<file path="src/core/hbdma_pkg.sv">
// constants, state type and state record of the host bus interrupt and dma master
// assumes a 100 MHz core clock; all users reference names through the package scope
package hbdma_pkg;
	// timing
	localparam int CLK_NS = 10;
	localparam int STEP_NS = 110;
	localparam int STEP_CYC = (STEP_NS + CLK_NS - 1) / CLK_NS;
	localparam logic [3:0] STEP_LAST = 4'(STEP_CYC - 1);
	localparam int TMO_NS = 39000;
	localparam int TMO_CYC = TMO_NS / CLK_NS;
	localparam logic [11:0] TMO_LAST = 12'(TMO_CYC - 1);
	// step numbers of the timing chain, one step per 110 ns
	localparam logic [2:0] STEP_SYNC = 3'h3;
	localparam logic [2:0] STEP_DATA = 3'h4;
	localparam logic [2:0] STEP_STRB = 3'h5;
	// local ports and their bits
	localparam logic [7:0] PORT1_ADDR = 8'h01;
	localparam logic [7:0] PORT2_ADDR = 8'h02;
	localparam int P1_IRQA = 0;
	localparam int P1_BUSY = 2;
	localparam int P2_UPPER = 0;
	localparam int P2_BS7 = 3;
	localparam int P2_IRQB = 4;
	// host status word bits
	localparam int HSW_IRQA = 8;
	localparam int HSW_IRQB = 9;
	// vectors, locations 300 and 304 octal
	localparam logic [15:0] VEC_A = 16'h00c0;
	localparam logic [15:0] VEC_B = 16'h00c4;
	localparam int VEC_SEL_BIT = 2;
	// window: local addresses 8000-ffff
	localparam int WIN_BIT = 15;
	// positions inside the synchronised input vector
	localparam int I_MREQ = 0;
	localparam int I_MWR = 1;
	localparam int I_SYNC = 2;
	localparam int I_RPLY = 3;
	localparam int I_DIN = 4;
	localparam int I_BIAKI = 5;
	localparam int I_DMGI = 6;
	localparam int I_ADDR = 7;
	localparam int I_WD = 23;
	localparam int I_DAL = 31;
	localparam int IN_W = 47;

	typedef enum logic [3:0] {
		ST_IDLE, ST_REQ, ST_WAITBUS, ST_STEP, ST_WAITRPLY,
		ST_HOLD, ST_WAITRN, ST_RESET, ST_FORCED
	} hbdma_state_e;

	typedef struct packed {
		hbdma_state_e state;
		logic [IN_W-1:0] s1;
		logic [IN_W-1:0] s2;
		logic irqA;
		logic irqB;
		logic upper;
		logic bs7;
		logic [7:0] portRdata;
		logic ready;
		logic winHit;
		logic local_memory_request;
		logic sack;
		logic dmgo;
		logic biako;
		logic birq;
		logic sync;
		logic din;
		logic dout;
		logic wtbt;
		logic addrEn;
		logic bs7Oe;
		logic dataEn;
		logic forced;
		logic vecDrive;
		logic vecRply;
		logic lvlBSel;
		logic isWrite;
		logic tmoRun;
		logic [15:0] addr;
		logic [7:0] wdata;
		logic [7:0] rdata;
		logic [15:0] dalOut;
		logic dalOe;
		logic [15:0] hsw;
		logic [3:0] stepCnt;
		logic [2:0] step;
		logic [11:0] tmo;
	} hbdma_st_s;
endpackage

</file>
<file path="src/core/hbdma_bridge.sv">
// host bus interrupt requester and single-byte dma master for a local 8-bit processor
// assumes open-drain host lines resolved outside; an oe output high asserts that line
//
// What this block does
// - two request levels, vectors 300 and 304
// - port1 bit0 and port2 bit4 drive requests
// - both requests readable by host and local
// - any pending request asserts birq
// - acknowledge: drop birq, drive vector, reply
// - vector line two selects level b
// - upper local half starts dma cycle
// - host a0-14 local, a15 from port2
// - port2 bit3 drives bs7 at address
// - one byte, local a0 picks lane
// - processor waits during dma cycle
// - request dma, latch grant, stop passing it
// - wait sync and reply idle, then sack
// - step chain: address, sync 330, off 440
// - write data 440, dout 550; read din
// - reply frees processor; request drop ends strobe
// - reply trailing edge times release at r110
// - 39 us timeout forces a reply
// - request drop clears forced reply, resets
`timescale 1ns/1ps
module hbdma_bridge (
	// clock and reset
	input wire logic core_clk,
	input wire logic reset_n,
	// local port bus, same clock
	input wire logic [7:0] portAddr,
	input wire logic [7:0] portWdata,
	input wire logic portWr,
	input wire logic portRd,
	output logic [7:0] portRdata,
	// local memory bus
	input wire logic [15:0] memAddr,
	input wire logic [7:0] memWdata,
	input wire logic memReq,
	input wire logic memWrite,
	output logic [7:0] memRdata,
	output logic localReady,
	// host bus received levels
	input wire logic [15:0] hostDalIn,
	input wire logic hostSyncIn,
	input wire logic hostRplyIn,
	input wire logic hostDinIn,
	input wire logic hostBiakiIn,
	input wire logic hostDmgiIn,
	// host bus drives
	output logic [15:0] hostDalOut,
	output logic hostDalOe,
	output logic hostBirqOe,
	output logic hostBiakoOut,
	output logic hostDmgoOut,
	output logic hostDmrOe,
	output logic hostSackOe,
	output logic hostSyncOe,
	output logic hostDinOe,
	output logic hostDoutOe,
	output logic hostWtbtOe,
	output logic hostBs7Oe,
	output logic hostRplyOe,
	// status
	output logic vectorDrive,
	output logic levelBVectorSelect,
	output logic dmaWindowHit,
	output logic forcedReply,
	output logic [15:0] hostStatusWord0
);
	hbdma_pkg::hbdma_st_s st_r;
	hbdma_pkg::hbdma_st_s st_nxt;
	logic [hbdma_pkg::IN_W-1:0] inVec;
	logic mreqS;
	logic mwrS;
	logic syncS;
	logic rplyS;
	logic dinS;
	logic biakiS;
	logic dmgiS;
	logic [15:0] addrS;
	logic [7:0] wdS;
	logic [15:0] dalS;
	logic pend;

	assign inVec = {hostDalIn, memWdata, memAddr, hostDmgiIn, hostBiakiIn,
		hostDinIn, hostRplyIn, hostSyncIn, memWrite, memReq};
	assign mreqS = st_r.s2[hbdma_pkg::I_MREQ];
	assign mwrS = st_r.s2[hbdma_pkg::I_MWR];
	assign syncS = st_r.s2[hbdma_pkg::I_SYNC];
	assign rplyS = st_r.s2[hbdma_pkg::I_RPLY];
	assign dinS = st_r.s2[hbdma_pkg::I_DIN];
	assign biakiS = st_r.s2[hbdma_pkg::I_BIAKI];
	assign dmgiS = st_r.s2[hbdma_pkg::I_DMGI];
	assign addrS = st_r.s2[hbdma_pkg::I_ADDR +: 16];
	assign wdS = st_r.s2[hbdma_pkg::I_WD +: 8];
	assign dalS = st_r.s2[hbdma_pkg::I_DAL +: 16];
	assign pend = st_r.irqA | st_r.irqB;

	always_comb begin
		st_nxt = st_r;
		// two-stage synchroniser for every host bus and local memory bus input
		st_nxt.s1 = inVec;
		st_nxt.s2 = st_r.s1;
		if (portWr && portAddr == hbdma_pkg::PORT1_ADDR) begin
			st_nxt.irqA = portWdata[hbdma_pkg::P1_IRQA];
		end
		// upper address bit, bank select and level b request
		if (portWr && portAddr == hbdma_pkg::PORT2_ADDR) begin
			st_nxt.upper = portWdata[hbdma_pkg::P2_UPPER];
			st_nxt.bs7 = portWdata[hbdma_pkg::P2_BS7];
			st_nxt.irqB = portWdata[hbdma_pkg::P2_IRQB];
		end
		st_nxt.portRdata = 8'h00;
		if (portRd && portAddr == hbdma_pkg::PORT1_ADDR) begin
			st_nxt.portRdata[hbdma_pkg::P1_IRQA] = st_r.irqA;
			st_nxt.portRdata[hbdma_pkg::P1_BUSY] = st_r.state != hbdma_pkg::ST_IDLE;
		end
		if (portRd && portAddr == hbdma_pkg::PORT2_ADDR) begin
			st_nxt.portRdata[hbdma_pkg::P2_UPPER] = st_r.upper;
			st_nxt.portRdata[hbdma_pkg::P2_BS7] = st_r.bs7;
			st_nxt.portRdata[hbdma_pkg::P2_IRQB] = st_r.irqB;
		end
		// vector released when host drops din
		if (st_r.vecDrive) begin
			if (!dinS) begin
				st_nxt.vecDrive = 1'b0;
				st_nxt.vecRply = 1'b0;
			end
		// acknowledge, level a wins over b
		end else if (dinS && biakiS && pend && !st_r.sack) begin
			st_nxt.vecDrive = 1'b1;
			st_nxt.vecRply = 1'b1;
			st_nxt.lvlBSel = !st_r.irqA;
		end
		// request out while not being acknowledged
		st_nxt.birq = (st_nxt.irqA | st_nxt.irqB) & !st_nxt.vecDrive;
		// acknowledge passes on when nothing is pending
		st_nxt.biako = biakiS & !(st_nxt.irqA | st_nxt.irqB);
		// window decode of upper local half
		st_nxt.winHit = mreqS & addrS[hbdma_pkg::WIN_BIT];
		// grant passes on only while not requesting
		st_nxt.dmgo = dmgiS & (st_r.state == hbdma_pkg::ST_IDLE);
		if (st_r.tmoRun) begin
			st_nxt.tmo = st_r.tmo + 12'h001;
		end
		case (st_r.state)
			hbdma_pkg::ST_IDLE: begin
				// start request, stall processor, arm timer
				if (st_nxt.winHit) begin
					st_nxt.state = hbdma_pkg::ST_REQ;
					st_nxt.local_memory_request = 1'b1;
					st_nxt.ready = 1'b0;
					st_nxt.isWrite = mwrS;
					st_nxt.addr = {st_r.upper, addrS[14:0]};
					st_nxt.wdata = wdS;
					st_nxt.tmo = 12'h000;
					st_nxt.tmoRun = 1'b1;
				end
			end
			hbdma_pkg::ST_REQ: begin
				if (dmgiS) begin
					st_nxt.state = hbdma_pkg::ST_WAITBUS;
				end
			end
			hbdma_pkg::ST_WAITBUS: begin
				// take the bus once sync and reply are idle
				if (!syncS && !rplyS) begin
					st_nxt.sack = 1'b1;
					st_nxt.local_memory_request = 1'b0;
					// step 0: address, bank select, write flag
					st_nxt.addrEn = 1'b1;
					st_nxt.bs7Oe = st_r.bs7;
					st_nxt.wtbt = st_r.isWrite;
					st_nxt.stepCnt = 4'h0;
					st_nxt.step = 3'h0;
					st_nxt.state = hbdma_pkg::ST_STEP;
				end
			end
			hbdma_pkg::ST_STEP: begin
				st_nxt.stepCnt = st_r.stepCnt + 4'h1;
				if (st_r.stepCnt == hbdma_pkg::STEP_LAST) begin
					st_nxt.stepCnt = 4'h0;
					st_nxt.step = st_r.step + 3'h1;
					if (st_nxt.step == hbdma_pkg::STEP_SYNC) begin
						st_nxt.sync = 1'b1;
					end
					// address off, write data on at 440
					if (st_nxt.step == hbdma_pkg::STEP_DATA) begin
						st_nxt.addrEn = 1'b0;
						st_nxt.bs7Oe = 1'b0;
						st_nxt.dataEn = st_r.isWrite;
					end
					if (st_nxt.step == hbdma_pkg::STEP_STRB) begin
						st_nxt.dout = st_r.isWrite;
						st_nxt.din = !st_r.isWrite;
						st_nxt.state = hbdma_pkg::ST_WAITRPLY;
					end
				end
			end
			hbdma_pkg::ST_WAITRPLY: begin
				// reply frees processor, read byte lane
				if (rplyS) begin
					st_nxt.rdata = st_r.addr[0] ? dalS[15:8] : dalS[7:0];
					st_nxt.ready = 1'b1;
					st_nxt.tmoRun = 1'b0;
					st_nxt.state = hbdma_pkg::ST_HOLD;
				end
			end
			hbdma_pkg::ST_HOLD: begin
				if (!mreqS) begin
					st_nxt.din = 1'b0;
					st_nxt.dout = 1'b0;
					st_nxt.state = hbdma_pkg::ST_WAITRN;
				end
			end
			hbdma_pkg::ST_WAITRN: begin
				// trailing edge of reply starts release timer
				if (!rplyS) begin
					st_nxt.stepCnt = 4'h0;
					st_nxt.state = hbdma_pkg::ST_RESET;
				end
			end
			hbdma_pkg::ST_RESET: begin
				st_nxt.stepCnt = st_r.stepCnt + 4'h1;
				// r110 releases the bus, all back to idle
				if (st_r.stepCnt == hbdma_pkg::STEP_LAST) begin
					st_nxt.sync = 1'b0;
					st_nxt.dataEn = 1'b0;
					st_nxt.wtbt = 1'b0;
					st_nxt.sack = 1'b0;
					st_nxt.local_memory_request = 1'b0;
					st_nxt.addrEn = 1'b0;
					st_nxt.bs7Oe = 1'b0;
					st_nxt.din = 1'b0;
					st_nxt.dout = 1'b0;
					st_nxt.stepCnt = 4'h0;
					st_nxt.state = hbdma_pkg::ST_IDLE;
				end
			end
			hbdma_pkg::ST_FORCED: begin
				if (!mreqS) begin
					st_nxt.forced = 1'b0;
					st_nxt.stepCnt = 4'h0;
					st_nxt.state = hbdma_pkg::ST_RESET;
				end
			end
			default: begin
				st_nxt.state = hbdma_pkg::ST_IDLE;
			end
		endcase
		// timeout forces a reply; a reply in the same cycle wins
		if (st_nxt.tmoRun && st_r.tmo == hbdma_pkg::TMO_LAST) begin
			st_nxt.tmoRun = 1'b0;
			st_nxt.forced = 1'b1;
			st_nxt.ready = 1'b1;
			st_nxt.state = hbdma_pkg::ST_FORCED;
		end
		st_nxt.dalOe = st_nxt.addrEn | st_nxt.dataEn | st_nxt.vecDrive;
		if (st_nxt.addrEn) begin
			st_nxt.dalOut = st_nxt.addr;
		end else if (st_nxt.dataEn) begin
			st_nxt.dalOut = st_nxt.addr[0] ? {st_nxt.wdata, 8'h00} : {8'h00, st_nxt.wdata};
		end else if (st_nxt.vecDrive) begin
			st_nxt.dalOut = st_nxt.lvlBSel ? hbdma_pkg::VEC_B : hbdma_pkg::VEC_A;
		end else begin
			st_nxt.dalOut = 16'h0000;
		end
		st_nxt.hsw = 16'h0000;
		st_nxt.hsw[hbdma_pkg::HSW_IRQA] = st_nxt.irqA;
		st_nxt.hsw[hbdma_pkg::HSW_IRQB] = st_nxt.irqB;
	end

	always_ff @(posedge core_clk or negedge reset_n) begin
		if (!reset_n) begin
			st_r <= '0;
			st_r.ready <= 1'b1;
		end else begin
			st_r <= st_nxt;
		end
	end

	assign portRdata = st_r.portRdata;
	assign memRdata = st_r.rdata;
	assign localReady = st_r.ready;
	assign hostDalOut = st_r.dalOut;
	assign hostDalOe = st_r.dalOe;
	assign hostBirqOe = st_r.birq;
	assign hostBiakoOut = st_r.biako;
	assign hostDmgoOut = st_r.dmgo;
	assign hostDmrOe = st_r.local_memory_request;
	assign hostSackOe = st_r.sack;
	assign hostSyncOe = st_r.sync;
	assign hostDinOe = st_r.din;
	assign hostDoutOe = st_r.dout;
	assign hostWtbtOe = st_r.wtbt;
	assign hostBs7Oe = st_r.bs7Oe;
	assign hostRplyOe = st_r.vecRply;
	assign vectorDrive = st_r.vecDrive;
	assign levelBVectorSelect = st_r.lvlBSel;
	assign dmaWindowHit = st_r.winHit;
	assign forcedReply = st_r.forced;
	assign hostStatusWord0 = st_r.hsw;

	localparam int VEC_SEL_BIT_L = hbdma_pkg::VEC_SEL_BIT;
endmodule

</file>
<file path="config.mk">
export PLATFORM = sky130hd
export DESIGN_NAME = hbdma_bridge
export DESIGN_NICKNAME = d
export VERILOG_FILES = /design/src/core/hbdma_pkg.sv /design/src/core/hbdma_bridge.sv
export SDC_FILE = /design/constraint.sdc
export NUM_CORES = 1
export LEC_CHECK = 0
export BUFFER_PORTS_ARGS = -buffer_cell sky130_fd_sc_hd__buf_4
export CELL_PAD_IN_SITES_DETAIL_PLACEMENT = 1
export CELL_PAD_IN_SITES_GLOBAL_PLACEMENT = 1
export CORE_MARGIN = 1
export CORE_UTILIZATION = 48
export CTS_BUF_LIST = sky130_fd_sc_hd__clkbuf_16
export DETAILED_ROUTE_END_ITERATION = 16
export PLACE_DENSITY = 0.95
export SLEW_MARGIN = 30
export SYNTH_ARGS = -nofsm -noshare
export SYNTH_HDL_FRONTEND = slang
export SYNTH_SLANG_ARGS = --single-unit
</file>
<file path="constraint.sdc">
create_clock -name core_clk -period 3.59 [get_ports core_clk]
set_input_delay 0.1795 -clock core_clk [delete_from_list [all_inputs] [get_ports core_clk]]
set_output_delay 0.1795 -clock core_clk [all_outputs]
set_load 0.1 [all_outputs]
</file>
Word-level counts from Yosys, hierarchy flattened
Cells that the tools add are included.
{"block": "op_classes", "addsub": 3, "eq_ne": 37, "mux": 68, "n_bitwise": 8, "n_reduce_logical": 41}
{"operator": "4-bit two-way mux", "n": 14}
{"operator": "16-bit two-way mux", "n": 3}
{"operator": "12-bit two-way mux", "n": 3}
{"operator": "4-bit one-hot mux with 9 select lines", "n": 1}
{"operator": "3-bit != test, second input constant", "n": 9}
{"operator": "25-bit two-way mux", "n": 1}
{"operator": "24-bit two-way mux", "n": 1}
{"operator": "2-bit != test, second input constant", "n": 11}
{"operator": "3-bit two-way mux", "n": 7}
{"operator": "7-bit two-way mux", "n": 3}
{"operator": "4-bit one-hot mux with 5 select lines", "n": 1}
{"operator": "4-bit by 3-bit == test with 1-bit output, second input constant", "n": 4}
{"operator": "8-bit two-way mux", "n": 2}
{"operator": "1-bit two-way mux", "n": 15}
{"operator": "2-bit two-way mux", "n": 7}
{"operator": "12-bit by 1-bit adder with 12-bit output, second input constant", "n": 1}
{"operator": "12-bit == test, second input constant", "n": 1}
{"operator": "1-bit one-hot mux with 2 select lines", "n": 6}
{"operator": "2-bit one-hot mux with 3 select lines", "n": 2}
{"operator": "4-bit AND reduction", "n": 3}
{"operator": "3-bit nonzero test", "n": 4}
{"operator": "10-bit AND reduction", "n": 1}
{"operator": "5-bit AND reduction", "n": 2}
{"operator": "2-bit nonzero test", "n": 5}
{"operator": "22 further kinds", "n": 50}
{"block": "totals", "regBits": 196, "input_bits": 67, "out_inout_bits": 65, "wordCells": 194}

Longest topological paths before layout
{"block": "depth", "ltp_word": 9, "ltp_mapped": 8}

Worst setup path before layout
No wires, ideal clock.
{"block": "synth_path", "path_kind": "register to register", "start": "reg st_r[15] (netlist bit)", "end": "reg st_r, in the netlist hostDalOe", "arrival_time_ns": 1.843, "required_time_ns": 3.459, "setup_slack_ns": 1.616, "stages_incl_launch_ff": 8, "path_buffers": 0, "synth_period_minus_slack_ns": 1.974, "cell_sequence": "dfrtp_1 inv_1 ha_1 nand3b_4 a2111oi_4 o2bb2ai_2 inv_2 or3_1"}
{"item": "from (decl)", "line": "hbdma_bridge.sv:70", "text": "hbdma_pkg::hbdma_st_s st_r;"}
{"item": "from (signal assigned)", "line": "hbdma_bridge.sv:278", "text": "st_r <= st_nxt;"}

==> out/qor.yml <==
grt_max_degree: 70
synth_cell_types: 58
placement.io_buffers: 108
path_max_fanout: 20
status: "complete, but fails checks"
synth_edf_count: 0
post_drt_via_cell_ratio: 5.759
synth.avg_cell_area_um2: 13.56
cts_root_buf: "clkbuf_16"
cts_max_level: 4
wl_um: 23320
drt_iter0_markers: 378
die_h_um: 124.8
area_delta_synth_final_pct: 24.15
synthCells: 534
stdcell_area_um2: 8992
synthFlopType: "dfrtp_1"
nFillCells: 1380
cts_setup_buffers: 0
arrival_ns: 3.71
drt_pass1_iterations: 11
grt_antenna_before_repair: 0
fmax_ghz: 0.2950
synth_top_area_cell: "dfrtp_1"
finalSetupViolations: 0
rsz0062_at_grt: "false"
grt_pass1_wl_um: 35550
die_area_um2: 15590
ant_nets: 0
grt_pass1_vias: 5624
hold_viol_final: 0
yosysWarnings: 0
die_x_um: 124.8
cap_viol_max_count: 0
cp-startpoint: "st_r[212]$_DFFE_PN0P_"
fp-row-count: 44
ir_worst_vdd_uv: 613.1
grt-ovfl-total: 0
nets: 744
drive_above_1_share_pct: 25.37
final_cell_mix: "dfrtp_1, buf_4, dlygate4sd3_1"
regToRegSetupSlack_ns: 0.20
ff2ff_path_depth: 5
clock_skew_ns: 0.01639
r2r-end: "hostDalOut[0]$_DFF_PN0_"
end_kind: "register"
clkSinkCount: 194
p_leak_nw: 4.318
synth_area_um2: 7243
setup_tns_ns: 0
slew_viol_final: 0
start_util_pct: 49.46
synth.area.top_cells: "dfrtp_1, buf_4, mux2_2"
clkLatencyLatePin_ns: 0.44
synth_seq_area_share_pct: 67.04
wl_per_cell_um: 26.93
tightest_slew_ns: 0.8759
fin_crit_ns: 3.389
layout_commonest_cell: "dfrtp_1"
path_clk_slew_ns: 0.07
fin_crit_sh_pct: 94.41
hpwl_um: 11740
power.density_nw_per_um2: 823.5
io_pins: 132
ys_ff_latch: 194
place.gp.congestion: 0.8038
dpl_cell_area_um2: 7943
diodes: 0
cts_tree: "built"
drc_errors: 12
numCtsBuffers: 17
violations: "design-rule violations"
crit_end: "hostDalOut[0]$_DFF_PN0_"
synth_top_area_share_pct: 66.68
crit_path_start_kind: "register"
slew-limit-headroom_pct: 41.06
core_area_um2: 14640
fin_util_pct: 61.41
track_usage_pct: 31.58
async_reset_ff_share_pct: 100.0
ctsLongestPathBuffers: 2
hp-class: "in -> reg"
vias: 4987
critPathRequiredTime_ns: 3.91
critical_path_class: "reg -> reg"
timing.rr.start: "st_r[212]$_DFFE_PN0P_"
-- cell families after synthesis --
family	Yosys count	synth area share (%)
AO/OA/AOI/OAI	66	6.495
XOR/XNOR	11	1.330
adder cells (fa/ha/maj)	7	1.209
buffers and inverters	84	7.307
flip-flops	194	67.04
multiplexers	45	6.771
other	1	0.05177
AND/OR/NAND/NOR	126	9.795
-- worst min path at each step --
stage | from | slack [ns] | end | cells after the start
6_report | portWdata[4] | 0.04 | hostStatusWord0[9]$_DFF_PN0_ | 3
4_1_cts | portRd | 0.04 | portRdata[0]$_DFF_PN0_ | 3
3_5_place_dp | reset_n | 0.21 | st_nxt[144]$_DFF_PN0_ | 1
2_1_floorplan | reset_n | -0.12 | addrS[0]$_DFF_PN0_ | 0
3_3_place_gp | reset_n | 0.19 | st_nxt[144]$_DFF_PN0_ | 1
5_1_grt | portWdata[4] | 0.02 | hostStatusWord0[9]$_DFF_PN0_ | 3
-- metal layers --
metal	wire length (um)	GRT usage (%)
met1	8923	37.85
met2	12060	54.26
met3	1397	6.916
met4	942	15.14
met5	0	0
-- per-stage QoR --
step	setup WS (ns)	total power [mW]	std cells	hold slack, ns
6_report	0.2005	7.405	866	0.04089
5_1_grt	0.2136	7.577	866	0.02061
4_1_cts	0.3123	7.213	866	0.04400
3_5_place_dp	0.5509	5.292	785	0.2066
3_3_place_gp	0.8597	5.096	785	0.1942
2_1_floorplan	1.616	4.772	551	-0.1161
-- registers in the layout (all words and copies together) (netlist names), 2 cells and up --
signal / flops
st_nxt: 47
portRdata: 4
hostDalOut: 16
hostStatusWord0: 2
dalS: 16
memRdata: 8
addrS: 16
st_r: 62
-- layout make-up --
type / instances / area (um2) / share of cell area (%)
clock buffers: 17 / 425.4 / 4.731
clock inverters: 14 / 123.9 / 1.377
inverters: 21 / 78.83 / 0.8766
multi-input cells: 273 / 1923 / 21.39
flip-flops and latches: 194 / 4856 / 54.00
well taps: 184 / 230.2 / 2.560
repair buffers: 163 / 1355 / 15.07
-- where the power goes --
part           total [mW]  internal, mW  switching (mW)  leakage [nW]
sequential           2.96          2.58           0.379          2.40
combinational        2.57         0.660            1.91          1.65
clock                1.88          1.01           0.872         0.271
total                7.41          4.25            3.16          4.32
-- critical path: stages (launching register included) --
cell and delay (ns):
dfrtp_1 0.62, nor4_1 0.60, and2_2 0.55, mux2i_1 0.75, nand3_1 0.39, o22ai_1 0.35
-- repair_timing --
item,4_1_cts,5_1_grt
endpoints found under the hold margin,115,0
hold buffers,50,0
gates resized for setup,0,0
-- synthesized netlist by cell type (all sizes together) (6+ instances only) --
master	n
nor2b	11
nand2	19
nor2	31
ha	7
inv	21
mux2i	22
and3	6
o2bb2ai	14
a21oi	9
a31oi	6
mux2	23
dfrtp	193
buf	60
nand3	16
xor2	6
o21ai	19
Power figures use the tool's default switching activity.
